$ cat src/design/fpt_pkg.sv
// fpt_pkg: constants and carrier types for the four-channel fan pwm and tach monitor
package fpt_pkg;
	// ==========================================================
	// channel layout
	localparam int NUM_FANS = 4;
	localparam int PWR_W    = 7;
	localparam logic [6:0] PWR_FULL = 7'h64;
	// ==========================================================
	// timing, 40 MHz clock
	localparam longint CLK_HZ       = 40000000;
	localparam longint PWM_HZ       = 18;
	localparam longint MEAS_MS      = 125;
	localparam longint ROTATE_MS    = 500;
	localparam longint STAGGER_MS   = 500;
	localparam longint PWM_CYCLES     = CLK_HZ / PWM_HZ;
	localparam longint STEP_CYCLES    = PWM_CYCLES / 100;
	localparam longint MEAS_CYCLES    = CLK_HZ * MEAS_MS / 1000;
	localparam longint SLOT_CYCLES    = CLK_HZ * ROTATE_MS / 1000 / NUM_FANS;
	localparam longint STAGGER_CYCLES = CLK_HZ * STAGGER_MS / 1000;
	localparam longint TICK_HZ        = 27692308 / 1000 * 1000;
	// ==========================================================
	// speed report carrier
	typedef struct packed {
		logic [1:0]  fan;
		logic [7:0]  cycles;
		logic [15:0] ticks;
	} fpt_report_t;
endpackage

$ cat src/design/fpt_sync.sv
// fpt_sync: two-flop synchroniser for one bit
`timescale 1ns/1ps
`default_nettype none
module fpt_sync (
	// clock and reset
	input  wire logic clk,
	input  wire logic rst_b,
	input  wire logic ce,
	// data
	input  wire logic d,
	output logic      q
);
	logic meta;
	always_ff @(posedge clk or negedge rst_b) begin
		if (!rst_b) begin
			meta <= 1'b1;
			q    <= 1'b1;
		end else if (ce) begin
			meta <= d;
			q    <= meta;
		end
	end
endmodule
`default_nettype wire

$ cat src/design/fpt_top.sv
// fpt_top: four fan pwm switches with round-robin tach measurement
// How it works
// four channels, each with switch output and tach input
// power setting 0 to 100 percent per channel
// setting drives duty of low-side open-drain switch
// pwm period is one eighteenth of a second
// tach frequency averaged over a 125 ms window
// one fan measured at a time, each refreshed every 500 ms
// reporting fan forced full on at window start
// force held until glitch delay expired and two tach edges seen
// stretched on pulse never exceeds 125 ms
// no stretch at full power or when pwm already on; code forces at each reporting window start whatever the pwm state
// fail-safe fan goes full when host refresh times out
// host should keep duty above twenty percent, ideally 30-40
// power-up setting from boot state else full power
// enabled fans start one after another, 500 ms apart
// report carries fan index, tach cycles, 16-bit tick count
// zero means always off, full means always on
// fans not reporting are never stretched
`timescale 1ns/1ps
`default_nettype none
module fpt_top #(
	parameter int PWM_CYC     = int'(fpt_pkg::PWM_CYCLES),
	parameter int MEAS_CYC    = int'(fpt_pkg::MEAS_CYCLES),
	parameter int SLOT_CYC    = int'(fpt_pkg::SLOT_CYCLES),
	parameter int STAGGER_CYC = int'(fpt_pkg::STAGGER_CYCLES),
	parameter int TICK_DIV    = 1
) (
	// clock, reset, enable
	input  wire logic                    clk,
	input  wire logic                    rst_b,
	input  wire logic                    ce,
	// host settings
	input  wire logic [3:0][6:0]         power,
	input  wire logic                    power_wr,
	input  wire logic                    boot_valid,
	input  wire logic [3:0][6:0]         boot_power,
	input  wire logic [3:0]              fan_on_boot,
	input  wire logic [3:0]              report_en,
	input  wire logic [3:0]              failsafe_en,
	input  wire logic [31:0]             failsafe_cyc,
	input  wire logic [15:0]             glitch_cyc,
	// fan pins
	input  wire logic [3:0]              tach,
	output logic      [3:0]              sw_out,
	output logic      [3:0]              sw_oe,
	// speed report
	output fpt_pkg::fpt_report_t         report,
	output logic                         report_valid,
	output logic      [3:0]              failsafe_active
);
	localparam int N = fpt_pkg::NUM_FANS;

	if (N != 4 || PWM_CYC < 100 || MEAS_CYC < 2 || SLOT_CYC < MEAS_CYC
		|| STAGGER_CYC < 1 || TICK_DIV < 1) begin : g_bad_param
		$error("fpt_top: bad timing parameters");
	end

	// ==========================================================
	// tach synchronisers and edge detect
	logic [3:0] tach_s;
	logic [3:0] tach_d;
	genvar g;
	for (g = 0; g < N; g++) begin : g_sync
		fpt_sync u_sync (.clk(clk), .rst_b(rst_b), .ce(ce), .d(tach[g]), .q(tach_s[g]));
	end
	always_ff @(posedge clk or negedge rst_b) begin
		if (!rst_b) tach_d <= 4'hF;
		else if (ce) tach_d <= tach_s;
	end
	wire [3:0] tach_edge = tach_s & ~tach_d;

	// ==========================================================
	// power-up load and staggered start
	logic [3:0][6:0] setting;
	logic [3:0]      started;
	logic [1:0]      start_idx;
	logic [31:0]     stagger_cnt;
	logic            loaded;
	logic            start_done;
	always_ff @(posedge clk or negedge rst_b) begin
		if (!rst_b) begin
			setting <= '0;
			loaded  <= 1'b0;
		end else if (ce) begin
			// boot load
			if (!loaded) begin
				loaded <= 1'b1;
				for (int i = 0; i < N; i++)
					setting[i] <= boot_valid ? boot_power[i] : fpt_pkg::PWR_FULL;
			end else if (power_wr) begin
				for (int i = 0; i < N; i++)
					setting[i] <= (power[i] > fpt_pkg::PWR_FULL) ? fpt_pkg::PWR_FULL : power[i];
			end
		end
	end
	// one fan every stagger period, only enabled fans wait
	always_ff @(posedge clk or negedge rst_b) begin
		if (!rst_b) begin
			started     <= 4'h0;
			start_idx   <= 2'h0;
			stagger_cnt <= 32'h0;
			start_done  <= 1'b0;
		end else if (ce && loaded && !start_done) begin
			if (stagger_cnt != 32'h0) begin
				stagger_cnt <= stagger_cnt - 32'h1;
			end else begin
				started[start_idx] <= fan_on_boot[start_idx];
				if (fan_on_boot[start_idx])
					stagger_cnt <= 32'(STAGGER_CYC - 1);
				start_idx <= start_idx + 2'h1;
				if (start_idx == 2'(N - 1))
					start_done <= 1'b1;
			end
		end
	end

	// ==========================================================
	// fail-safe watchdog
	logic [31:0] fs_cnt;
	always_ff @(posedge clk or negedge rst_b) begin
		if (!rst_b) begin
			fs_cnt          <= 32'h0;
			failsafe_active <= 4'h0;
		end else if (ce) begin
			// refresh timeout forces full power
			if (power_wr) begin
				fs_cnt          <= 32'h0;
				failsafe_active <= 4'h0;
			end else if (failsafe_cyc != 32'h0 && fs_cnt >= failsafe_cyc) begin
				failsafe_active <= failsafe_en;
			end else begin
				fs_cnt <= fs_cnt + 32'h1;
			end
		end
	end

	// ==========================================================
	// pwm base counter and per-channel compare
	logic [31:0] pwm_cnt;
	logic [6:0]  pwm_step;
	logic [31:0] step_cnt;
	// 18 Hz period split into 100 steps
	always_ff @(posedge clk or negedge rst_b) begin
		if (!rst_b) begin
			step_cnt <= 32'h0;
			pwm_step <= 7'h0;
		end else if (ce) begin
			if (step_cnt >= 32'(PWM_CYC / 100 - 1)) begin
				step_cnt <= 32'h0;
				pwm_step <= (pwm_step == 7'(99)) ? 7'h0 : pwm_step + 7'h1;
			end else begin
				step_cnt <= step_cnt + 32'h1;
			end
		end
	end

	// ==========================================================
	// measurement rotation
	logic [1:0]  meas_fan;
	logic [31:0] slot_cnt;
	logic        forcing;
	logic [1:0]  force_edges;
	logic [15:0] glitch_cnt;
	logic [7:0]  tach_cycles;
	logic [15:0] ticks;
	logic [31:0] tick_div;
	wire in_window = slot_cnt < 32'(MEAS_CYC);
	wire win_start = slot_cnt == 32'h0;
	wire win_end   = slot_cnt == 32'(MEAS_CYC - 1);
	// fixed slot per fan, four slots per 500 ms
	always_ff @(posedge clk or negedge rst_b) begin
		if (!rst_b) begin
			slot_cnt <= 32'h0;
			meas_fan <= 2'h0;
		end else if (ce) begin
			if (slot_cnt == 32'(SLOT_CYC - 1)) begin
				slot_cnt <= 32'h0;
				meas_fan <= meas_fan + 2'h1;
			end else begin
				slot_cnt <= slot_cnt + 32'h1;
			end
		end
	end
	// force at window start for reporting fans only
	always_ff @(posedge clk or negedge rst_b) begin
		if (!rst_b) begin
			forcing     <= 1'b0;
			force_edges <= 2'h0;
			glitch_cnt  <= 16'h0;
		end else if (ce) begin
			if (win_start && report_en[meas_fan]) begin
				forcing     <= 1'b1;
				force_edges <= 2'h0;
				glitch_cnt  <= glitch_cyc;
			end else if (forcing) begin
				if (glitch_cnt != 16'h0)
					glitch_cnt <= glitch_cnt - 16'h1;
				if (tach_edge[meas_fan] && force_edges != 2'h2)
					force_edges <= force_edges + 2'h1;
				// release after glitch delay and two edges
				// never past the window
				if ((glitch_cnt == 16'h0 && force_edges == 2'h2) || win_end)
					forcing <= 1'b0;
			end
		end
	end
	// count tach cycles and ticks across the window
	always_ff @(posedge clk or negedge rst_b) begin
		if (!rst_b) begin
			tach_cycles  <= 8'h0;
			ticks        <= 16'h0;
			tick_div     <= 32'h0;
			report       <= '0;
			report_valid <= 1'b0;
		end else if (ce) begin
			report_valid <= 1'b0;
			if (win_start) begin
				tach_cycles <= 8'h0;
				ticks       <= 16'h0;
				tick_div    <= 32'h0;
			end else if (in_window) begin
				if (tach_edge[meas_fan] && tach_cycles != 8'hFE)
					tach_cycles <= tach_cycles + 8'h1;
				if (tick_div >= 32'(TICK_DIV - 1)) begin
					tick_div <= 32'h0;
					if (ticks != 16'hFFFF)
						ticks <= ticks + 16'h1;
				end else begin
					tick_div <= tick_div + 32'h1;
				end
			end
			// report fan index, cycles, ticks
			if (win_end && report_en[meas_fan]) begin
				report.fan    <= meas_fan;
				report.cycles <= tach_cycles;
				report.ticks  <= ticks;
				report_valid  <= 1'b1;
			end
		end
	end

	// ==========================================================
	// switch drive, open drain low side
	for (g = 0; g < N; g++) begin : g_sw
		always_ff @(posedge clk or negedge rst_b) begin
			if (!rst_b) begin
				sw_oe[g]  <= 1'b0;
				sw_out[g] <= 1'b0;
			end else if (ce) begin
				sw_out[g] <= 1'b0;
				// each channel independent
				// R3: R16: duty from setting, 0 off, 100 on
				// R17: stretch only when forcing this reporting fan
				sw_oe[g] <= started[g] && (failsafe_active[g]
					|| (pwm_step < setting[g])
					|| (forcing && meas_fan == 2'(g) && report_en[g]));
			end
		end
	end
endmodule
`default_nettype wire

$ cat config.mk
export PLATFORM = sky130hd
export DESIGN_NAME = fpt_top
export DESIGN_NICKNAME = d
export VERILOG_FILES = /design/src/design/fpt_pkg.sv /design/src/design/fpt_sync.sv /design/src/design/fpt_top.sv
export SDC_FILE = /design/constraint.sdc
export NUM_CORES = 1
export LEC_CHECK = 0
export BUFFER_PORTS_ARGS = -buffer_cell sky130_fd_sc_hd__buf_2
export CAP_MARGIN = 20
export CORE_MARGIN = 2
export CORE_UTILIZATION = 35
export CTS_BUF_LIST = sky130_fd_sc_hd__clkbuf_16
export DETAILED_ROUTE_END_ITERATION = 6
export GPL_TIMING_DRIVEN = 0
export SYNTH_ARGS = -nofsm -noshare
export SYNTH_HDL_FRONTEND = slang
export SYNTH_HIERARCHICAL = 1
export SYNTH_SLANG_ARGS = --single-unit
$ cat constraint.sdc
create_clock -name clk -period 6.3 [get_ports clk]
set_input_delay 0.945 -clock clk [delete_from_list [all_inputs] [get_ports clk]]
set_output_delay 0.945 -clock clk [all_outputs]
set_load 0.05 [all_outputs]
* Word level (Yosys, flattened, before mapping)
Cells that the tools add are included.
** Storage, ports and cells
- Input port bits :: 125
- Register bits :: 295
- Word-level logic and storage cells :: 188
- Output and inout port bits :: 39
** Cells by class
- Reductions and logical operators :: 60
- Add/sub/neg operators :: 12
- Muxes and demuxes :: 48
- Order comparisons :: 15
- Equality and inequality tests :: 12
- Bitwise operators :: 3
** Operators with widths (count)
- $mux W32 :: 9
- $add A32 B1 Y32 const B :: 4
- $mux W16 :: 7
- $reduce_bool A32 Y1 :: 2
- $mux W7 :: 9
- $mux W28 :: 2
- $eq A32 B23 Y1 const B :: 1
- $ge A32 B1 Y1 const B :: 1
- $ge A32 B15 Y1 const B :: 1
- $ge A32 B32 Y1 :: 1
- $logic_not A32 Y1 :: 1
- $lt A32 B23 Y1 const B :: 1
- $sub A32 B1 Y32 const B :: 1
- $gt A7 B7 Y1 const B :: 4
- $lt A7 B7 Y1 :: 4
- $mux W8 :: 3
- $logic_and A1 B1 Y1 :: 21
- $reduce_and A2 Y1 :: 9
- $reduce_bool A2 Y1 :: 9
- $add A16 B1 Y16 const B :: 1
- $logic_not A16 Y1 :: 1
- $ne A16 B16 Y1 const B :: 1
- $reduce_bool A16 Y1 :: 1
- $sub A16 B1 Y16 const B :: 1
- 24 further kinds :: 55

* Longest topological paths before layout
- Word-level depth :: 8
- Gate-level depth with buffers :: 11
- Mapped depth without buffers :: 9

* Hierarchy
Netlist, hierarchy kept.
** By module, submodules not included
- fpt_top :: area each 14433.8 µm², cells each 1573, instances 1, seq. area each 6386.1 µm²
- fpt_sync :: area each 75.1 µm², cells each 4, instances 4, seq. area each 52.6 µm²

* Worst setup path before layout
OpenSTA, ideal clock, no wires.
- Path kind :: input port to flip-flop
- Start point :: in failsafe_cyc[26]
- End point :: reg fs_cnt[31]
- Library setup time :: 0.136 ns
- Stages on the path :: 9
- Required time :: 6.164 ns
- Data arrival time :: 3.065 ns
- Setup slack :: 3.099 ns
- Path buffers :: 1
- Cell sequence :: inv_1 -> ha_1 -> nand4_1 -> or4_1 -> a311oi_1 -> nor2_1 -> clkbuf_1 -> nand3_1 -> or3b_2
** On the way
- Cells in the longest elaborated chain, start to end :: 4
- Elaborated cells on any way between the ends :: 5
- Those cells by class :: order compare: 1; eq/ne: 1; reduce/logical: 3
** RTL lines
- start, declared :: line fpt_top.sv:41 : input wire logic [31:0] failsafe_cyc,
- $ge A32 B32 Y1 / $reduce_bool A32 Y1 (equally long branches) :: line fpt_top.sv:130 : end else if (failsafe_cyc != 32'h0 && fs_cnt >= failsafe_cyc) begin
- $logic_and A1 B1 Y1 (*) :: line fpt_top.sv:130
- $ne A2 B2 Y1 (no line) (*)
- $reduce_and A2 Y1 (no line) (*)
- end signal, assigned :: line fpt_top.sv:133 : fs_cnt <= fs_cnt + 32'h1;
- end, declared :: line fpt_top.sv:120 : logic [31:0] fs_cnt;
Every way passes the cells marked *; elsewhere a longest branch is shown, timed or not.
A chain may end at the register's enable or synchronous reset.

* Worst setup path after layout
- Start point :: reg glitch_cnt[0]
- End point :: reg glitch_cnt[11]
** On the way
- Cells in the longest elaborated chain, start to end :: 4
- Elaborated cells on any way between the ends :: 7
- Those cells by class :: add/sub: 1; mux: 3; reduce/logical: 3
** RTL lines
- start, declared :: line fpt_top.sv:164 : logic [15:0] glitch_cnt;
- start signal, assigned :: line fpt_top.sv:195 : glitch_cnt <= glitch_cyc;
- start signal, assigned :: line fpt_top.sv:198 : glitch_cnt <= glitch_cnt - 16'h1;
- $sub A16 B1 Y16 :: line fpt_top.sv:198
- $mux W16 :: line fpt_top.sv:197 : if (glitch_cnt != 16'h0)
- $mux W16 :: line fpt_top.sv:196 : end else if (forcing) begin
- $mux W16 :: line fpt_top.sv:192 : if (win_start && report_en[meas_fan]) begin
Several ways; a longest one is shown, not always the timed one. The select of a mux whose other input is x is not followed.

==> metrics.cfg <==
[status]
status = finished, final reports clean

[floorplanning]
dieHeight_um = 209.2
die-area_mm2 = 0.04375
ios = 164
die_x_um = 209.2
start_util_pct = 35.28
core_mm2 = 0.04176
floorplan.rows = 75

[cts]
path_clk_slew_ns = 0.06
cts.sinks = 263
cts_setup_buffers = 0
cts.repair.resized = 0
clk_latency_ns = 0.57
cts_buffers = 30
htree_levels = 1
cts_tree = yes
cts_buffer_depth = 3
ctsHoldBuffers = 0
cts_root_buf = clkbuf_16

[placed_design]
post-dp-hpwl_um = 28060
io_buffers = 158
place_congestion = 0.8593
dp_slack_ns = 2.101
dp.cells = 2291

[power_and_ir_drop]
total_power_mw = 4.391
power_density_mw_per_mm2 = 254.2
peakVddDrop_v = 0.0001664
p_leak_nw = 8.219

[synthesis]
yosysTopAreaCellShare_pct = 42.63
syn_area_mm2 = 0.01473
yosysUniqueCellTypes = 73
syn_area_per_cell_um2 = 9.273
synth_edf_count = 0
yosys_warnings = 6
ys.flop_type = dfrtp_1
synthCells = 1589
yosysSeqAreaShare_pct = 44.77
ys_ff_latch = 263
yosysMostFrequentCell = dfrtp_1
synth_area_leaders = dfrtp_1 43%, ha_1 6.5%, nand2_1 3.8%
synthTopCellsByCount = 251 x dfrtp_1, 148 x nand2_1, 139 x nor2_1
yosysTopAreaCell = dfrtp_1
async_flop_share_pct = 100.0

[detailed_routing]
firstDrtPassIters = 5
drc = 0
met2_length_um = 17240
wl_per_cell_um = 16.28
highest_layer = met4
met3WireLength_um = 1870
dr.first_iter.drc_count = 852
via_count = 12500
ant_nets = 0
vias_per_cell = 5.317
finalWirelength_um = 38250
m1WireLength_um = 18170

[critical_path]
crit_path_end_kind = flip-flop
start_kind = flip-flop
cp.arrival_ns = 4.07
critPathMaxFanout = 10
r2r-start = glitch_cnt[0]$_DFFE_PN0P_
startpoint = glitch_cnt[0]$_DFFE_PN0P_
path_class = reg -> reg
required_ns = 6.72

[sta]
fmax_mhz = 274.5
timing.hold.ws_ns = 0.3635
slew_headroom_pct = 33.64
finalSetupViolCount = 0
tns_ns = 0
slew_violations = 0
fin_crit_ns = 3.643
hold_viol = 0
final.period_utilization_pct = 57.82
worstMarginPinSlew_ns = 0.9799
layout_setup_ws_ns = 2.657
skew_ns = 0.01841
rsz0062_at_grt = no

[final_layout]
nets = 1987
num-fill-cells = 4105
final-instance-count-excl-fill = 2350
multi_input_area_mm2 = 0.007466
drive_gt1_share_pct = 15.38
area_growth_pct = 17.22
register_area_mm2 = 0.006596

[grt]
grtUsageTotal_pct = 17.55
antenna_found_initial = 2
grt_max_degree = 95
grt_pass1_vias = 12320
gr-total-overflow = 0
grt_pass1_wl_um = 63060

[run]
cap_violations = 0

[min_path]
hp-class = in -> async

-- report_power, final --
group,leakage (nW),internal (mW),switching (mW),total [mW]
Combinational,4.33,0.258,0.339,0.597
Clock,0.491,1.04,0.699,1.74
Sequential,3.40,1.86,0.188,2.05
-- stage by stage --
step | instance area, um^2 | utilization (%)
6_report | 17270 | 41.36
2_1_floorplan | 14750 | -
4_1_cts | 17260 | 41.32
3_5_place_dp | 16280 | 38.98
3_3_place_gp | 16210 | 38.82
5_1_grt | 17270 | 41.35
-- logic make-up after synthesis --
logic type | Yosys count | synth area share [%]
XOR/XNOR | 77 | 4.577
adder cells (fa/ha/maj) | 77 | 6.539
AND/OR/NAND/NOR | 601 | 20.64
AO/OA/AOI/OAI | 342 | 14.71
multiplexers | 52 | 4.110
other | 1 | 0.02545
flip-flops | 263 | 44.77
buffers and inverters | 176 | 4.637
-- layer usage --
| layer | GRT usage [%] | vias up |
|---|---|---|
| met3 | 2.495 | 67 |
| met1 | 24.67 | 5990 |
| li1 | - | 6109 |
| met4 | 5.271 | 0 |
| met2 | 28.10 | 330 |
| met5 | 0 | - |
-- final timing paths --
check,endpoint,slack (ns),cells after the start
worst max-delay path,glitch_cnt[11]$_DFFE_PN0P_,2.66,9
worst min-delay path,glitch_cnt[9]$_DFFE_PN0P_,0.36,1
worst max register to register,glitch_cnt[11]$_DFFE_PN0P_,2.66,9
worst min register to register,start_done$_DFFE_PN0P_,0.47,1
max in group asynchronous,stagger_cnt[18]$_DFFE_PN0P_,5.00,2
min in group clk,start_done$_DFFE_PN0P_,0.47,1
-- cell type report --
type / instances / area share, %
antenna: 3 / 0.04347
buffer: 65 / 1.543
clock buffer: 31 / 4.491
clock inverter: 24 / 1.188
inverter: 111 / 2.412
multi-input combinational: 1153 / 43.23
sequential: 263 / 38.19
tap: 539 / 3.905
timing repair buffer: 161 / 4.999
-- sequential cells by signal, indices dropped and copies added (netlist names), 2 cells and up --
register	cells
stagger_cnt	32
g_sync.u_sync/meta	4
tach_cycles	8
start_idx	2
force_edges	2
pwm_step	7
report	26
glitch_cnt	16
setting	28
failsafe_active	4
started	4
tach_d	4
sw_oe	4
ticks	16
slot_cnt	32
g_sync.u_sync/q	4
step_cnt	32
meas_fan	2
fs_cnt	32
-- cells in the final DEF, fill, tap and decap left out, types with 17 or more instances in the layout --
cell       instances
and3_1            30
o22ai_1           17
xnor2_1           43
clkbuf_16         31
nand2b_1          19
a21oi_1           69
mux2_2            38
nand2_1          148
o21ai_0          107
nor4_1            34
nand4_1           28
ha_1              77
buf_2            160
xor2_1            34
or3_1             17
clkbuf_1          49
a31oi_1           31
nor2_1           139
nand3_1           66
a21o_1            20
nor3_1            40
dfrtp_1          251
inv_1            114
-- worst max-delay path, cell delays in order (launching register included) --
cell and delay, ns:
dfrtp_1 0.39, inv_1 0.10, ha_1 0.22, or4b_1 0.49
or4_1 0.55, nor4b_1 0.69, o22ai_1 0.47, clkbuf_1 0.34
a21oi_1 0.20, a21oi_1 0.06
Note: power is estimated with default switching activity, not from simulation.
